## src/esc_params.svh

```systemverilog
// constants shared by the engine status codec ends
`ifndef ESC_PARAMS_SVH
`define ESC_PARAMS_SVH

// core clock rate in hertz and cycles per millisecond
`define ESC_CLK_HZ 20000000
`define ESC_CYC_PER_MS (`ESC_CLK_HZ / 1000)

// maximum data delay of each signal, in milliseconds
`define ESC_DLY_FUEL_MS 250
`define ESC_DLY_STOP_MS 1025
`define ESC_DLY_ENRICH_MS 500
`define ESC_DLY_IDLE_MS 125
`define ESC_DLY_BOOST_MS 125
`define ESC_DLY_IAT_MS 525

// cycles kept back from each refresh period to cover arbitration and link latency
`define ESC_ARB_SLACK 8

// refresh counter width, enough for the longest delay
`define ESC_CNT_W 25

// number of signal groups on the link
`define ESC_NSIG 6

// link payload layout: value in the low byte, validity on top
`define ESC_DATA_W 9
`define ESC_VAL_LSB 0
`define ESC_VAL_MSB 7
`define ESC_INVALID_BIT 8

// validity encodings
`define ESC_VALID 1'h0
`define ESC_INVALID 1'h1

`endif

```

## src/esc_pkg.sv

```systemverilog
// types shared by both ends of the engine status codec
package esc_pkg;
    `include "esc_params.svh"

    // signal groups, listed from lowest to highest send priority
    typedef enum logic [2:0] {
        ESC_SIG_FUEL,
        ESC_SIG_STOP,
        ESC_SIG_ENRICH,
        ESC_SIG_IDLE,
        ESC_SIG_BOOST,
        ESC_SIG_IAT
    } esc_sig_t;

    // closed-loop readiness levels, in their coded order
    typedef enum logic [1:0] {
        ESC_FUEL_OPEN,
        ESC_FUEL_NONSTOICH,
        ESC_FUEL_STOICH
    } esc_fuel_t;

    // transmitter state
    typedef struct packed {
        logic [`ESC_NSIG-1:0][`ESC_CNT_W-1:0] cnt;
        logic [`ESC_NSIG-1:0] pend;
        logic link_valid;
        esc_sig_t link_sig;
        logic [`ESC_DATA_W-1:0] link_data;
        logic crank_ok;
        logic thr_err;
    } esc_tx_state_t;

    // receiver state
    typedef struct packed {
        esc_fuel_t fuel;
        logic adapt_inhibit;
        logic stop;
        logic stop_lamp;
        logic enrich;
        logic idle;
        logic [7:0] boost;
        logic boost_ok;
        logic [7:0] iat;
        logic iat_ok;
        logic iat_seen;
    } esc_rx_state_t;
endpackage

```

## src/esc_link_if.sv

```systemverilog
// link between the engine controller end and the body controller end
`timescale 1ns/1ps
`include "esc_params.svh"
interface esc_link_if;
    import esc_pkg::*;
    logic valid;
    esc_sig_t sig;
    logic [`ESC_DATA_W-1:0] data;

    modport tx (output valid, output sig, output data);
    modport rx (input valid, input sig, input data);
endinterface

```

## src/esc_engine_tx.sv

```systemverilog
// engine controller end: builds status signals and refreshes them on the link
`timescale 1ns/1ps
`include "esc_params.svh"

module esc_engine_tx #(
    parameter int unsigned P_FUEL_CYC = `ESC_DLY_FUEL_MS * `ESC_CYC_PER_MS,
    parameter int unsigned P_STOP_CYC = `ESC_DLY_STOP_MS * `ESC_CYC_PER_MS,
    parameter int unsigned P_ENRICH_CYC = `ESC_DLY_ENRICH_MS * `ESC_CYC_PER_MS,
    parameter int unsigned P_IDLE_CYC = `ESC_DLY_IDLE_MS * `ESC_CYC_PER_MS,
    parameter int unsigned P_BOOST_CYC = `ESC_DLY_BOOST_MS * `ESC_CYC_PER_MS,
    parameter int unsigned P_IAT_CYC = `ESC_DLY_IAT_MS * `ESC_CYC_PER_MS
) (
    // clock and reset
    input logic i_core_clk,
    input logic i_arst_n,
    // fuel control readiness
    input esc_pkg::esc_fuel_t i_fuel_ready,
    // coolant temperature and calibrated thresholds
    input logic [7:0] i_coolant_temp,
    input logic [7:0] i_stop_thr,
    input logic [7:0] i_enrich_thr,
    // hot fuel enrichment control
    input logic i_enrich_enable,
    input logic i_enriching,
    // idle status
    input logic i_engine_running,
    input logic i_air_idle,
    // boost pressure, signed kPa gauge
    input logic [7:0] i_boost_kpa,
    input logic [7:0] i_boost_backup_kpa,
    input logic i_boost_fail,
    input logic i_boost_backup_ok,
    input logic i_boost_fault_stored,
    // intake air temperature, count is degrees plus 40
    input logic [7:0] i_iat_count,
    input logic i_iat_fail,
    input logic i_iat_fault_stored,
    // status towards the engine controller
    output logic o_crank_permit,
    output logic o_thr_error,
    // link to the body controllers
    esc_link_if.tx link
);
    import esc_pkg::*;

    esc_tx_state_t q;
    esc_tx_state_t d;

    // refresh period per signal, held back so arbitration cannot make it late
    function automatic logic [`ESC_CNT_W-1:0] period_of(input int unsigned idx);
        int unsigned cyc;
        cyc = P_FUEL_CYC;
        case (idx)
            ESC_SIG_STOP: cyc = P_STOP_CYC;
            ESC_SIG_ENRICH: cyc = P_ENRICH_CYC;
            ESC_SIG_IDLE: cyc = P_IDLE_CYC;
            ESC_SIG_BOOST: cyc = P_BOOST_CYC;
            ESC_SIG_IAT: cyc = P_IAT_CYC;
            default: cyc = P_FUEL_CYC;
        endcase
        // a short period never goes below one cycle
        if (cyc > `ESC_ARB_SLACK + 1) begin
            return `ESC_CNT_W'(cyc - `ESC_ARB_SLACK - 1);
        end else begin
            return `ESC_CNT_W'(1);
        end
    endfunction

    // stop threshold forced above enrichment threshold if calibration is wrong
    logic thr_bad;
    logic [7:0] stop_thr_eff;
    always_comb begin
        thr_bad = (i_stop_thr <= i_enrich_thr);
        if (thr_bad) begin
            // saturate: at full scale the stop flag can never assert, the safe side
            stop_thr_eff = (i_enrich_thr == 8'hff) ? 8'hff : i_enrich_thr + 8'h01;
        end else begin
            stop_thr_eff = i_stop_thr;
        end
    end

    // live signal values, sampled at the moment each one is sent
    logic stop_flag;
    logic enrich_flag;
    logic idle_flag;
    logic boost_invalid;
    logic iat_invalid;
    logic [7:0] boost_val;
    esc_fuel_t fuel_val;
    always_comb begin
        stop_flag = (i_coolant_temp > stop_thr_eff);
        // with enrichment control off only the coolant comparison counts
        enrich_flag = i_enrich_enable & i_enriching;
        enrich_flag = enrich_flag | (i_coolant_temp > i_enrich_thr);
        idle_flag = i_engine_running & i_air_idle;
        // invalid only when no backup exists and the fault is logged
        boost_invalid = i_boost_fail & ~i_boost_backup_ok & i_boost_fault_stored;
        boost_val = i_boost_fail ? i_boost_backup_kpa : i_boost_kpa;
        iat_invalid = i_iat_fail & i_iat_fault_stored;
        // unused code 3 is never sent; fall back to the least ready level
        if (i_fuel_ready == ESC_FUEL_NONSTOICH || i_fuel_ready == ESC_FUEL_STOICH) begin
            fuel_val = i_fuel_ready;
        end else begin
            fuel_val = ESC_FUEL_OPEN;
        end
    end

    // payload for one signal group
    function automatic logic [`ESC_DATA_W-1:0] encode(input esc_sig_t sig);
        logic [`ESC_DATA_W-1:0] w;
        w = '0;
        case (sig)
            ESC_SIG_FUEL: begin
                w[`ESC_VAL_MSB:`ESC_VAL_LSB] = {6'h00, fuel_val};
            end
            ESC_SIG_STOP: begin
                w[`ESC_VAL_MSB:`ESC_VAL_LSB] = {7'h00, stop_flag};
            end
            ESC_SIG_ENRICH: begin
                w[`ESC_VAL_MSB:`ESC_VAL_LSB] = {7'h00, enrich_flag};
            end
            ESC_SIG_IDLE: begin
                w[`ESC_VAL_MSB:`ESC_VAL_LSB] = {7'h00, idle_flag};
            end
            ESC_SIG_BOOST: begin
                w[`ESC_VAL_MSB:`ESC_VAL_LSB] = boost_val;
                w[`ESC_INVALID_BIT] = boost_invalid ? `ESC_INVALID : `ESC_VALID;
            end
            ESC_SIG_IAT: begin
                // count passes through unchanged; the receiver also keeps and outputs the raw count
                w[`ESC_VAL_MSB:`ESC_VAL_LSB] = i_iat_count;
                w[`ESC_INVALID_BIT] = iat_invalid ? `ESC_INVALID : `ESC_VALID;
            end
            default: begin
                w = '0;
            end
        endcase
        return w;
    endfunction

    // next state: refresh timers, pending set, one send per cycle
    logic grant_any;
    esc_sig_t grant_sig;
    logic [`ESC_NSIG-1:0] expire;
    always_comb begin
        d = q;
        grant_any = 1'b0;
        grant_sig = ESC_SIG_FUEL;
        expire = '0;
        // later index wins, so intake air temperature has top priority
        for (int i = 0; i < `ESC_NSIG; i++) begin
            if (q.pend[i]) begin
                grant_any = 1'b1;
                grant_sig = esc_sig_t'(i);
            end
        end
        for (int i = 0; i < `ESC_NSIG; i++) begin
            if (q.cnt[i] == '0) begin
                expire[i] = 1'b1;
                d.cnt[i] = period_of(i);
            end else begin
                d.cnt[i] = q.cnt[i] - `ESC_CNT_W'(1);
            end
            // a fresh expiry in the grant cycle is kept, not lost
            d.pend[i] = (q.pend[i] & ~(grant_any & (grant_sig == esc_sig_t'(i)))) | expire[i];
        end
        d.link_valid = grant_any;
        d.link_sig = grant_sig;
        d.link_data = grant_any ? encode(grant_sig) : q.link_data;
        // cranking is allowed once the first temperature is on the link
        if (grant_any && grant_sig == ESC_SIG_IAT) begin
            d.crank_ok = 1'b1;
        end
        d.thr_err = thr_bad;
    end

    // state register; every group is pending out of reset
    always_ff @(posedge i_core_clk or negedge i_arst_n) begin
        if (!i_arst_n) begin
            q.cnt <= '0;
            q.pend <= '1;
            q.link_valid <= 1'b0;
            q.link_sig <= ESC_SIG_FUEL;
            q.link_data <= '0;
            q.crank_ok <= 1'b0;
            q.thr_err <= 1'b0;
        end else begin
            q <= d;
        end
    end

    // outputs straight from the state register
    assign link.valid = q.link_valid;
    assign link.sig = q.link_sig;
    assign link.data = q.link_data;
    assign o_crank_permit = q.crank_ok;
    assign o_thr_error = q.thr_err;
endmodule

```

## src/flat_wrapper.sv

```systemverilog
// flat-port wrapper written by rule: the top's interface ports become plain ports
module esc_engine_tx_flat import esc_pkg::*;
#(
    parameter int unsigned P_FUEL_CYC = `ESC_DLY_FUEL_MS * `ESC_CYC_PER_MS,
    parameter int unsigned P_STOP_CYC = `ESC_DLY_STOP_MS * `ESC_CYC_PER_MS,
    parameter int unsigned P_ENRICH_CYC = `ESC_DLY_ENRICH_MS * `ESC_CYC_PER_MS,
    parameter int unsigned P_IDLE_CYC = `ESC_DLY_IDLE_MS * `ESC_CYC_PER_MS,
    parameter int unsigned P_BOOST_CYC = `ESC_DLY_BOOST_MS * `ESC_CYC_PER_MS,
    parameter int unsigned P_IAT_CYC = `ESC_DLY_IAT_MS * `ESC_CYC_PER_MS
)
  (i_core_clk, i_arst_n, i_fuel_ready, i_coolant_temp, i_stop_thr, i_enrich_thr, i_enrich_enable, i_enriching, i_engine_running, i_air_idle, i_boost_kpa, i_boost_backup_kpa, i_boost_fail, i_boost_backup_ok, i_boost_fault_stored, i_iat_count, i_iat_fail, i_iat_fault_stored, o_crank_permit, o_thr_error, link_valid, link_sig, link_data);
  esc_link_if link_i ();
  input logic i_core_clk;
  input logic i_arst_n;
  input esc_pkg::esc_fuel_t i_fuel_ready;
  input logic [7:0] i_coolant_temp;
  input logic [7:0] i_stop_thr;
  input logic [7:0] i_enrich_thr;
  input logic i_enrich_enable;
  input logic i_enriching;
  input logic i_engine_running;
  input logic i_air_idle;
  input logic [7:0] i_boost_kpa;
  input logic [7:0] i_boost_backup_kpa;
  input logic i_boost_fail;
  input logic i_boost_backup_ok;
  input logic i_boost_fault_stored;
  input logic [7:0] i_iat_count;
  input logic i_iat_fail;
  input logic i_iat_fault_stored;
  output logic o_crank_permit;
  output logic o_thr_error;
  output wire logic [$bits(link_i.valid)-1:0] link_valid;
  output wire logic [$bits(link_i.sig)-1:0] link_sig;
  output wire logic [$bits(link_i.data)-1:0] link_data;
  assign link_valid = link_i.valid;
  assign link_sig = link_i.sig;
  assign link_data = link_i.data;
  esc_engine_tx #(.P_FUEL_CYC(P_FUEL_CYC), .P_STOP_CYC(P_STOP_CYC), .P_ENRICH_CYC(P_ENRICH_CYC), .P_IDLE_CYC(P_IDLE_CYC), .P_BOOST_CYC(P_BOOST_CYC), .P_IAT_CYC(P_IAT_CYC)) u_core (.i_core_clk(i_core_clk), .i_arst_n(i_arst_n), .i_fuel_ready(i_fuel_ready), .i_coolant_temp(i_coolant_temp), .i_stop_thr(i_stop_thr), .i_enrich_thr(i_enrich_thr), .i_enrich_enable(i_enrich_enable), .i_enriching(i_enriching), .i_engine_running(i_engine_running), .i_air_idle(i_air_idle), .i_boost_kpa(i_boost_kpa), .i_boost_backup_kpa(i_boost_backup_kpa), .i_boost_fail(i_boost_fail), .i_boost_backup_ok(i_boost_backup_ok), .i_boost_fault_stored(i_boost_fault_stored), .i_iat_count(i_iat_count), .i_iat_fail(i_iat_fail), .i_iat_fault_stored(i_iat_fault_stored), .o_crank_permit(o_crank_permit), .o_thr_error(o_thr_error), .link(link_i));
endmodule
```

## config.mk

```make
export PLATFORM = sky130hd
export DESIGN_NAME = esc_engine_tx_flat
export DESIGN_NICKNAME = d
export VERILOG_FILES = /design/src/esc_pkg.sv /design/src/esc_link_if.sv /design/src/esc_engine_tx.sv /design/src/flat_wrapper.sv
export VERILOG_INCLUDE_DIRS = /design/src
export SDC_FILE = /design/constraint.sdc
export NUM_CORES = 1
export LEC_CHECK = 0
export BUFFER_PORTS_ARGS = -buffer_cell sky130_fd_sc_hd__buf_2
export CORE_ASPECT_RATIO = 1.75
export CORE_UTILIZATION = 30
export CTS_BUF_LIST = sky130_fd_sc_hd__clkbuf_4
export CTS_CLUSTER_DIAMETER = 150
export DETAILED_ROUTE_END_ITERATION = 8
export GPL_TIMING_DRIVEN = 0
export HOLD_SLACK_MARGIN = 0.08
export PLACE_DENSITY = 0.5
export SETUP_SLACK_MARGIN = 0.2
export SLEW_MARGIN = 10
export SYNTH_ARGS = -nofsm -noshare
export SYNTH_HDL_FRONTEND = slang
export SYNTH_SLANG_ARGS = --single-unit
export TNS_END_PERCENT = 20
```

## constraint.sdc

```tcl
create_clock -name i_core_clk -period 4 [get_ports i_core_clk]
set_input_delay 0 -clock i_core_clk [delete_from_list [all_inputs] [get_ports i_core_clk]]
set_output_delay 0 -clock i_core_clk [all_outputs]
set_load 0.05 [all_outputs]
```

Yosys cells after proc, flatten, opt, wreduce, memory -nomap -nowiden
Cells that the tools add are included.
{"block": "totals", "register_bits": 171, "latchBits": 0, "ram_bits": 0, "mem_bits_ro": 0, "input_bits": 61, "output_inout_bits": 15, "elab_cells": 131, "n_memories": 0}
{"block": "op_classes", "addsub": 19, "multipliers": 0, "n_div": 0, "n_lt_le_gt_ge": 9, "n_eq_ne": 8, "shifts": 0, "mux": 43, "bitwise_logic": 31, "n_reduce_logical": 9}
{"op": "two-way mux 25 bit", "n": 12}
{"op": "subtractor 25 x 1 -> 25 bit, second input constant", "n": 12}
{"op": "> comparator 32 x 4 -> 1 bit, second input constant", "n": 6}
{"op": "two-way mux 32 bit", "n": 6}
{"op": "logical NOT 25 bit", "n": 6}
{"op": "subtractor 25 x 4 -> 25 bit, second input constant", "n": 6}
{"op": "case mux 8 bit (6 select lines)", "n": 1}
{"op": "two-way mux 8 bit", "n": 3}
{"op": "AND 1 bit", "n": 17}
{"op": "> comparator 8 bit", "n": 2}
{"op": "two-way mux 1 bit", "n": 15}
{"op": "adder 8 x 1 -> 8 bit, second input constant", "n": 1}
{"op": "equality test 8 bit, second input constant", "n": 1}
{"op": "<= comparator 8 bit", "n": 1}
{"op": "inverter 1 bit", "n": 7}
{"op": "OR 1 bit", "n": 7}
{"op": "equality test 3 x 2 -> 1 bit, second input constant", "n": 2}
{"op": "equality test 3 bit, second input constant", "n": 2}
{"op": "two-way mux 2 bit", "n": 3}
{"op": "two-way mux 3 bit", "n": 2}
{"op": "equality test 3 x 1 -> 1 bit, second input constant", "n": 1}
{"op": "logical NOT 3 bit", "n": 1}
{"op": "equality test 2 x 1 -> 1 bit, second input constant", "n": 1}
{"op": "equality test 2 bit, second input constant", "n": 1}
{"op": "other kinds (3)", "n": 3}

Longest topological paths before layout
Gate-level depths: netlist (run 1).
{"block": "depth", "depth_word": 10, "ltp_mapped": 14, "mapped_depth_nobuf": 13}

Least setup slack after synthesis (run 1)
OpenSTA, ideal clock, no wires.
{"block": "synth_timing", "path_kind": "reg2reg", "start": "register u_core.q[105] in the netlist's numbering", "end": "register u_core.q[116] in the netlist's numbering", "setup_time_ns": 0.128, "t_arrival_ns": 2.478, "required_time_ns": 3.872, "slack_ns": 1.394, "path_stages_with_launch": 8, "n_path_buf": 2, "period_less_slack_ns": 2.606, "cell_sequence": "dfrtp_1 or4_4 or4_1 buf_2 or3_1 buf_2 nor4_2 mux2_1"}
{"element": "start, declared", "line": "esc_engine_tx.sv:46", "source": "esc_tx_state_t q;"}

Worst setup path in the final report (run 1)
{"block": "layout_timing", "start": "input port i_enrich_thr[1]", "end": "register, netlist name u_core.link.data[0]"}
{"block": "layout_between", "elab_chain_len": 5, "word_cells_on_any_way": 9, "classes_between": "add/sub: 1; order compare: 3; eq/ne: 1; mux: 3; bitwise: 1"}
{"element": "start, declared", "line": "flat_wrapper.sv:18", "source": "input logic [7:0] i_enrich_thr;"}
{"element": "adder 8 x 1 -> 8 bit / equality test 8 bit (equally long branches)", "line": "esc_engine_tx.sv:76", "source": "stop_thr_eff = (i_enrich_thr == 8'hff) ? 8'hff : i_enrich_thr + 8'h01;"}
{"element": "two-way mux 8 bit", "line": "esc_engine_tx.sv:76"}
{"element": "two-way mux 8 bit", "line": "esc_engine_tx.sv:74", "source": "if (thr_bad) begin"}
{"element": "> comparator 8 bit", "line": "esc_engine_tx.sv:91", "source": "stop_flag = (i_coolant_temp > stop_thr_eff);"}
{"element": "case mux 8 bit (6 select lines) (*)", "line": "esc_engine_tx.sv:112", "source": "case (sig)"}
Every way passes the cells marked *; elsewhere a longest branch is shown, timed or not.
A chain may end at the register's enable or synchronous reset.

==> impl_metrics.csv, run 1 <==
group,metric,value,unit
status,status,"complete, no violations",
clocking,clk_latency,600,ps
timing,worst_slack,748,ps
clocking,cts_tree,"yes",
setup_path,crit_path_max_fanout,9,
run,drv_cap,0,
power,pwr-share-comb,0.066,
clocking,cts_root_buf,"clkbuf_4",
timing,setup_tns,0,ps
timing,hold_viol,0,
min_path,hold_class,"input pin to flip-flop",
die,io_pins,76,
route,drt_pre_antenna_iters,4,
synth,synth_area_leaders,"dfrtp_1, nor2_1, ha_1",
synth,ys_types,55,
finish,final_common_cell,"dfrtp_1",
clocking,cts_sinks,171,
global_route,antenna_found_initial,1,
synth,synth-main-ff-cell,"dfrtp_1",
route,ant_nets,0,
route,drt_wl_total,18500,um
placed_design,dp_cells,1341,
global_route,gr-usage-all-layers,0.136,
timing,tightest_slew,1140,ps
synth,synth_edf_count,0,
route,vias,6654,
placed_design,portBuffers,74,
synth,synthesis.area,8700,um2
finish,mostFrequentLayoutCells,"dfrtp_1, nor2_1, nand2_1",
timing,timing.fmax,0.307,GHz
synth,synth_top_area_cell,"dfrtp_1",
timing,finalSetupViolations,0,
die,dieArea,29700,um2
min_path,holdPathStages,4,
setup_path,r2r_setup_slack,750,ps
finish,fin_nets,1096,
route,first_iter_violations,202,
power,internal-power,0.00225,W
placed_design,pre_cts_ws,604,ps
power,vdd_drop_max,0.150,mV
die,die_w,131,um
setup_path,crit_required,4500,ps
route,viasPerCell,4.77,
synth,syn-num-nets,980,
clocking,cts_setup_buffers,0,
timing,finClkSkew,22.0,ps
setup_path,worst_setup_path_start_kind,"input pin",
timing,drv_slew,0,
global_route,grt_pass1_vias,6773,
power,pwr-share-clk,0.354,
power,switchingPower,0.000737,W
clocking,cts_buffers,17,
finish,layout-drive-gt1-share,0.158,
die,initial_core_util,0.304,
power,total_power,0.00299,W
clocking,clockBufferDepth,2,
setup_path,critPathArrivalTime,3750,ps
synth,syn_area_per_cell,9.80,um2
global_route,grt_start_max_net_pins,105,
timing,fin_crit,3250,ps
setup_path,endpoint_kind,"flip-flop",
power,switching_share,0.247,
timing,slew-limit-headroom,0.235,
power,powerDensity,295,nW/um2
route,drc,0,
clocking,ctsResizeCount,0,
die,std_cell_rows,82,
global_route,grt_first_pass_wirelength,31400,um
synth,async_reset_ff_frac,1.00,
clocking,cts_hold_buf,22,
synth,synth_cells,888,
synth,seq_area_frac_synth,0.493,
setup_path,rr_worst_depth,8,
placed_design,hpwl,13400,um
synth,synth-seq-cells,171,
die,fp.dieH,227,um
global_route,grt_overflow,0,
finish,final_cells,1396,
timing,finalCritPeriodShare,0.813,
die,core-area,28600,um2
setup_path,path_class,"input pin to flip-flop",
power,power_frac_seq,0.580,
power,p_leak,4.28,nW
route,wire_per_inst,13.3,um
synth,yosysTopAreaCellShare,0.475,
clocking,htreeDepth,4,
clocking,path_clk_slew,140,ps
synth,yosysWarnings,0,
placed_design,place_congestion,0.742,
timing,rsz0062_at_grt,"no",
finish,area_delta_synth_final,16.3,%
==> critical path: stages <==
cell	delay [ps]
buf_2	110
inv_1	70
ha_1	280
nor2b_1	130
o211ai_1	90
a21oi_1	130
o32a_1	150
clkbuf_1	470
mux2i_1	270
ha_1	270
and4b_1	210
a211oi_1	280
o22ai_1	130
o21ai_0	450
a31oi_1	130
dlygate4sd3_1	570
==> cells by family (layout without fill, tap and decap cells) <==
group	Yosys count	in the layout	share of synthesized area
AND/OR/NAND/NOR	403	403	0.232
buffers and inverters	56	185	0.0298
flip-flops	171	171	0.493
adder cells (fa/ha/maj)	31	31	0.0446
other	0	1	0
AO/OA/AOI/OAI	118	118	0.0848
multiplexers	29	29	0.0361
XOR/XNOR	80	80	0.0805
==> cell type report <==
| type | instances | area, um2 |
|---|---|---|
| fillers | 2937 | 18500 |
| diodes | 1 | 2.50 |
| flip-flops and latches | 171 | 4290 |
| well taps | 378 | 473 |
| repair buffers | 97 | 646 |
| clock inverters | 15 | 171 |
| multi-input cells | 661 | 4160 |
| plain buffers | 31 | 165 |
| clock buffers | 17 | 128 |
| inverters | 25 | 93.8 |
==> power by group through the flow <==
stage                     sequential, W  combinational [W]  clock [W]
after floorplan                 0.00177          0.0000869          0
after global placement          0.00176           0.000184          0
after detailed placement        0.00176           0.000191          0
after CTS                       0.00173           0.000205    0.00113
after global routing            0.00173           0.000227    0.00118
final                           0.00173           0.000197    0.00106
==> path summary, 6_finish.rpt <==
kind	from	endpoint
setup / recovery	i_enrich_thr[1]	u_core.link.data[0]
hold / removal	i_iat_fail	u_core.link.data[8]
setup reg to reg	u_core.q[20]	u_core.link.data[0]
hold reg to reg	u_core.q[43]	u_core.q[43]
max in group asynchronous	i_arst_n	u_core.q[31]
min in group asynchronous	i_arst_n	u_core.q[148]
==> cell usage after synthesis, types with 3 or more instances <==
master	count
o211ai_1	4
o21a_1	5
mux2_2	18
or2_2	10
a31oi_1	5
buf_4	12
or3_1	16
o31ai_1	13
nor4_2	3
nor2b_1	4
clkbuf_1	16
a22oi_1	6
nand2_1	91
inv_1	25
dfstp_2	6
xnor2_1	44
nor4_1	27
o21ai_0	31
o31a_1	4
or4_1	18
buf_2	3
nand3b_1	6
dfrtp_1	165
xor2_1	36
nor2_1	114
a21o_1	4
a21oi_1	31
ha_1	31
a211oi_1	5
nand4_1	13
nand3_1	23
and3_1	4
mux2i_1	10
nor3_1	48
nand2b_1	10
nand4b_1	3
==> metal layers <==
layer  track usage  vias to the layer above  part of all wire  wire (um)
met4        0.0467                        0             0.015        285
met5             0                        -                 0          0
li1              -                     3358                 -          -
met2         0.252                      110              0.53       9790
met3        0.0310                       17             0.034        632
met1         0.148                     3169              0.42       7840
==> flip-flops by register name, summed over array words and instances, names as in the netlist <==
name	count
u_core.q	156
u_core.o_thr_error	1
u_core.link.data	9
u_core.o_crank_permit	1
u_core.link.sig	3
u_core.link.valid	1
==> per-stage QoR <==
stage	util	area [um2]	hold WS [ps]
floorplan	-	8700	-296
global placement	0.333	9540	290
detailed placement	0.335	9580	3.33
CTS	0.353	10100	194
global route	0.354	10100	241
finish	0.354	10100	280
(Power assumes the default switching activity.)
==> run 2: changes to the inputs <==
--- a/config.mk
+++ b/config.mk
@@ -14,7 +14,7 @@
 export DETAILED_ROUTE_END_ITERATION = 8
 export GPL_TIMING_DRIVEN = 0
 export HOLD_SLACK_MARGIN = 0.08
-export PLACE_DENSITY = 0.5
+export PLACE_DENSITY = 0.51
 export SETUP_SLACK_MARGIN = 0.2
 export SLEW_MARGIN = 10
 export SYNTH_ARGS = -nofsm -noshare
==> constraint.sdc (replaced) <==
create_clock -name i_core_clk -period 2.9 [get_ports i_core_clk]
set_input_delay 0 -clock i_core_clk [delete_from_list [all_inputs] [get_ports i_core_clk]]
set_output_delay 0 -clock i_core_clk [all_outputs]
set_load 0.05 [all_outputs]
==> impl_metrics.csv, run 2 (same netlist as run 1, synthesis figures left out) <==
group,metric,value,unit
die,die_w,131,um
placed_design,dp_cells,1341,
clocking,cts_root_buf,"clkbuf_4",
finish,mostFrequentLayoutCells,"dfrtp_1, nor2_1, nand2_1",
global_route,grt_overflow,0,
global_route,antenna_found_initial,1,
setup_path,endpoint_kind,"flip-flop",
timing,finClkSkew,16.4,ps
global_route,grt_pass1_vias,6720,
global_route,use_met2,0.253,
finish,multiInputGateArea,4290,um2
placed_design,portBuffers,74,
timing,slew-limit-headroom,0.487,
finish,final_cells,1399,
global_route,grt_first_pass_wirelength,31900,um
die,initial_core_util,0.304,
global_route,top_usage_layer,"met2",
global_route,grt_start_max_net_pins,92,
power,pwr-share-clk,0.323,
route,first_iter_violations,299,
power,powerDensity,385,nW/um2
timing,setup_tns,0,ps
min_path,hold_end,"u_core.link.data[0]",
setup_path,path_common_cell,"or4_1",
clocking,path_clk_slew,140,ps
power,switchingPower,0.000991,W
route,drc,0,
placed_design,hpwl,14100,um
global_route,use_met3,0.0266,
setup_path,cp_top_family,"simple AND/OR/NAND/NOR gates",
die,dieArea,29700,um2
timing,hold_viol,0,
power,internal-power,0.00295,W
min_path,hp-start,"i_stop_thr[7]",
setup_path,cp.depth,8,
setup_path,r2r-end,"u_core.q[68]",
timing,rsz0062_at_grt,"yes",
clocking,cts_buffers,17,
setup_path,regToRegStartpoint,"u_core.q[47]",
min_path,hold_class,"input pin to flip-flop",
power,p_leak,4.33,nW
route,vias,6660,
die,fp.dieH,227,um
setup_path,crit_required,3420,ps
power,switching_share,0.251,
run,drv_cap,0,
timing,fin_crit,2740,ps
global_route,gr-usage-all-layers,0.138,
finish,final_common_cell,"dfrtp_1",
route,wire_per_inst,13.8,um
setup_path,path_class,"flip-flop to flip-flop",
timing,finalSetupViolations,0,
finish,fillerInstances,2932,
finish,largest_reg_flops,156,
setup_path,crit_path_max_fanout,10,
route,drt_wl_total,19300,um
placed_design,place_congestion,0.747,
setup_path,critPathArrivalTime,3270,ps
route,drt_pre_antenna_iters,4,
clocking,clockBufferDepth,2,
finish,regMostFlops,"u_core.q",
status,status,"complete, no violations",
route,ant_nets,0,
die,io_pins,76,
finish,fin_nets,1099,
route,viasPerCell,4.76,
clocking,clk_latency,590,ps
setup_path,r2r_setup_slack,160,ps
timing,tightest_slew,762,ps
power,power_frac_seq,0.606,
timing,finalCritPeriodShare,0.946,
die,core-area,28600,um2
setup_path,rr_worst_depth,8,
setup_path,slowest_stage,"or4b_4",
power,vdd_drop_max,0.207,mV
clocking,htreeDepth,4,
clocking,cts_sinks,171,
power,pwr-share-comb,0.070,
die,std_cell_rows,82,
clocking,cts_tree,"yes",
finish,area_delta_synth_final,17.7,%
finish,regArea,4290,um2
setup_path,cp_cell_sequence,"inv_1 -> ha_1 -> or4b_4 -> or3_4 -> or4_1 -> buf_2 -> or4_1 -> nand2_1",
finish,layout-drive-gt1-share,0.178,
setup_path,worst_setup_path_start_kind,"flip-flop",
timing,timing.fmax,0.365,GHz
global_route,met1_usage,0.158,
min_path,holdPathStages,5,
setup_path,slowest_delay,520,ps
setup_path,path_buf_inv,2,
timing,drv_slew,0,
run 2: worst min-delay path: stages:
cell     delay (ps)
buf_2           110
mux2i_1         130
ha_1            150
o21ai_0         160
a31oi_1         160
run 2: layout make-up:
class / instances / share of cell area
Inverter: 25 / 0.00916
Clock buffer: 20 / 0.0147
Clock inverter: 12 / 0.00990
Multi-Input combinational cell: 661 / 0.419
Timing Repair Buffer: 100 / 0.0638
Tap cell: 378 / 0.0462
Sequential cell: 171 / 0.419
Buffer: 31 / 0.0182
Antenna cell: 1 / 0.000244
run 2: stage by stage:
step | utilization | hold WS, ps | setup slack (ps) | cell area, um2 | total power, W
after detailed placement | 0.335 | 80.7 | -401 | 9580 | 0.00271
after global routing | 0.358 | 146 | 41.5 | 10200 | 0.00417
after global placement | 0.333 | 284 | -1110 | 9540 | 0.00270
after floorplan | - | -296 | 294 | 8700 | 0.00256
final | 0.358 | 187 | 157 | 10200 | 0.00394
after CTS | 0.352 | 124 | 106 | 10100 | 0.00404
run 2: worst max-delay path by stage:
stage / to / from / slack [ps]
6_report: u_core.q[68] / u_core.q[47] / 160
3_3_place_gp: u_core.q[142] / i_arst_n / -1110
4_1_cts: u_core.q[80] / u_core.q[71] / 110
3_5_place_dp: u_core.link.data[0] / i_enrich_thr[6] / -400
2_1_floorplan: u_core.q[116] / u_core.q[105] / 290
5_1_grt: u_core.q[68] / u_core.q[47] / 40
run 2: routing by layer:
metal / up-vias / part of all wire
met2: 105 / 0.53
met4: 0 / 0.014
met1: 3180 / 0.43
li1: 3357 / -
met3: 18 / 0.026
met5: - / 0
run 2: what timing repair did:
| action | in CTS | in global routing |
|---|---|---|
| pin swaps | 0 | 4 |
| gates resized for setup | 5 | 30 |
| hold buffers | 23 | 0 |
| endpoints found under the hold margin | 176 | 0 |
| endpoints found under the setup margin | 37 | 78 |
| setup buffers | 1 | 1 |
run 2: power by group through the flow:
stage / logic, W / registers (W) / clock network, W
floorplan: 0.000120 / 0.00244 / 0
finish: 0.000278 / 0.00239 / 0.00127
global route: 0.000319 / 0.00239 / 0.00146
detailed placement: 0.000272 / 0.00243 / 0
CTS: 0.000288 / 0.00239 / 0.00136
global placement: 0.000263 / 0.00244 / 0
==> run 3: changes to the inputs <==
--- a/config.mk
+++ b/config.mk
@@ -7,14 +7,14 @@
 export NUM_CORES = 1
 export LEC_CHECK = 0
 export BUFFER_PORTS_ARGS = -buffer_cell sky130_fd_sc_hd__buf_2
-export CORE_ASPECT_RATIO = 1.75
+export CORE_ASPECT_RATIO = 1.25
 export CORE_UTILIZATION = 30
 export CTS_BUF_LIST = sky130_fd_sc_hd__clkbuf_4
 export CTS_CLUSTER_DIAMETER = 150
 export DETAILED_ROUTE_END_ITERATION = 8
 export GPL_TIMING_DRIVEN = 0
 export HOLD_SLACK_MARGIN = 0.08
-export PLACE_DENSITY = 0.51
+export PLACE_DENSITY = 0.46
 export SETUP_SLACK_MARGIN = 0.2
 export SLEW_MARGIN = 10
 export SYNTH_ARGS = -nofsm -noshare
==> impl_metrics.csv, run 3 (same netlist as run 1, synthesis figures left out) <==
group,metric,value,unit
clocking,path_clk_slew,140,ps
timing,finClkSkew,32.8,ps
power,power_frac_seq,0.593,
timing,tightest_slew,717,ps
route,top_layer_used,"met5",
clocking,clockBufferDepth,2,
route,wl_met2,8810,um
setup_path,path_common_cell,"buf_2",
setup_path,slowest_delay,540,ps
finish,utilization,0.357,
finish,final_area,10200,um2
setup_path,worst_setup_path_start_kind,"flip-flop",
clocking,cts_buffers,17,
finish,mostFrequentLayoutCells,"dfrtp_1, nor2_1, nand2_1",
global_route,antenna_found_initial,2,
setup_path,crit_path_max_fanout,7,
timing,drv_slew,0,
setup_path,path_class,"flip-flop to flip-flop",
timing,timing.fmax,0.364,GHz
placed_design,hpwl,13300,um
setup_path,crit_required,3340,ps
finish,fillerInstances,2953,
global_route,gr-usage-all-layers,0.132,
placed_design,place_congestion,0.779,
timing,hold_viol,0,
power,p_leak,4.31,nW
min_path,hold_class,"input pin to flip-flop",
power,pwr-share-clk,0.338,
timing,setup_tns,0,ps
setup_path,r2r_setup_slack,150,ps
die,fp.dieH,192,um
route,wire_per_inst,13.5,um
route,drt_wl_total,18600,um
power,internal-power,0.00297,W
timing,finalCritPeriodShare,0.948,
clocking,htreeDepth,4,
power,total_power,0.00403,W
setup_path,critPathArrivalTime,3190,ps
finish,largest_reg_flops,156,
die,io_pins,76,
min_path,holdPathStages,6,
route,drc,0,
clocking,cts_tree,"yes",
global_route,grt_pass1_vias,6426,
global_route,grt_first_pass_wirelength,31400,um
route,ant_nets,0,
run,drv_cap,0,
timing,fin_crit,2750,ps
setup_path,cp.depth,7,
die,initial_core_util,0.305,
timing,rsz0062_at_grt,"yes",
setup_path,endpoint_kind,"flip-flop",
placed_design,dp_cells,1318,
finish,final_cells,1377,
route,drt_pre_antenna_iters,4,
route,viasPerCell,4.78,
clocking,clk_latency,560,ps
placed_design,dpl-instance-area,9550,um2
global_route,grt_overflow,0,
finish,final_common_cell,"dfrtp_1",
finish,area_delta_synth_final,16.7,%
timing,finalSetupViolations,0,
power,powerDensity,397,nW/um2
global_route,grt_start_max_net_pins,103,
power,switching_share,0.264,
clocking,cts_sinks,171,
finish,fin_nets,1100,
finish,regMostFlops,"u_core.q",
die,core-area,28500,um2
power,switchingPower,0.00106,W
route,drt-met1-wl,9090,um
finish,layout-drive-gt1-share,0.170,
route,first_iter_violations,321,
placed_design,portBuffers,74,
setup_path,cp_top_family,"simple AND/OR/NAND/NOR gates",
route,vias,6585,
setup_path,cp_cell_sequence,"or4_4 -> or4_1 -> buf_2 -> or3_1 -> buf_2 -> nor4_2 -> mux2_1",
die,dieArea,29700,um2
clocking,cts_root_buf,"clkbuf_4",
status,status,"complete, no violations",
power,vdd_drop_max,0.204,mV
setup_path,path_buf_inv,2,
route,met3_length,505,um
timing,slew-limit-headroom,0.518,
die,die_w,154,um
setup_path,rr_worst_depth,7,
setup_path,slowest_stage,"or4_4",
power,pwr-share-comb,0.069,
die,std_cell_rows,69,
[run 3: cell types whose count changed in the layout (fill, tap and decap cells not counted), sizes merged]
| cell | change |
|---|---|
| buf | +1 |
| clkinv | -5 |
| clkbuf | -2 |
| clkinvlp | -1 |
| inv | +8 |
[run 3: area by class of cell]
cell class | count | area [um2] | area share
Multi-Input combinational cell | 661 | 4210 | 0.414
Clock buffer | 18 | 135 | 0.0133
Clock inverter | 14 | 135 | 0.0133
Timing Repair Buffer | 101 | 681 | 0.0670
Buffer | 31 | 171 | 0.0169
Antenna cell | 1 | 2.50 | 0.000246
Inverter | 25 | 93.8 | 0.00924
Tap cell | 355 | 444 | 0.0437
Sequential cell | 171 | 4290 | 0.422
[run 3: worst register-to-register path, delay by kind of cell, from the launching register on]
kind,cells,cell delay (ps)
buf+inv,2,350
flops,1,430
mux,1,350
simple gates,4,1520
[run 3: stage by stage]
step / setup WS [ps] / hold slack, ps
2_1_floorplan: 294 / -296
3_3_place_gp: -1170 / 291
3_5_place_dp: -331 / 10.9
4_1_cts: 151 / 170
5_1_grt: 22.8 / 248
6_report: 152 / 217
[run 3: power by group through the flow]
stage          combinational (W)  clock [W]  sequential, W
5_1_grt                 0.000319    0.00154        0.00239
2_1_floorplan           0.000120          0        0.00244
4_1_cts                 0.000288    0.00146        0.00239
6_report                0.000278    0.00136        0.00239
3_5_place_dp            0.000265          0        0.00243
3_3_place_gp            0.000257          0        0.00243
[run 3: what timing repair did]
item                                    4_1_cts  5_1_grt
hold buffers                                 24        0
gates resized for setup                       5        8
setup buffers                                 2        0
hold endpoints to repair                    176        0
endpoints found under the setup margin       31       83
[run 3: path summary, 6_finish.rpt]
path                                    from             endpoint
min in group asynchronous           i_arst_n         u_core.q[15]
max in group asynchronous           i_arst_n         u_core.q[20]
min reg2reg                     u_core.q[43]         u_core.q[43]
min                        i_coolant_temp[3]  u_core.link.data[0]
max                            u_core.q[104]        u_core.q[116]
max reg2reg                    u_core.q[104]        u_core.q[116]
[run 3: per-layer routing]
layer,vias to the layer above,GRT usage
met5,-,0
met2,89,0.224
li1,3378,-
met1,3102,0.171
met3,14,0.0267
met4,2,0.0373
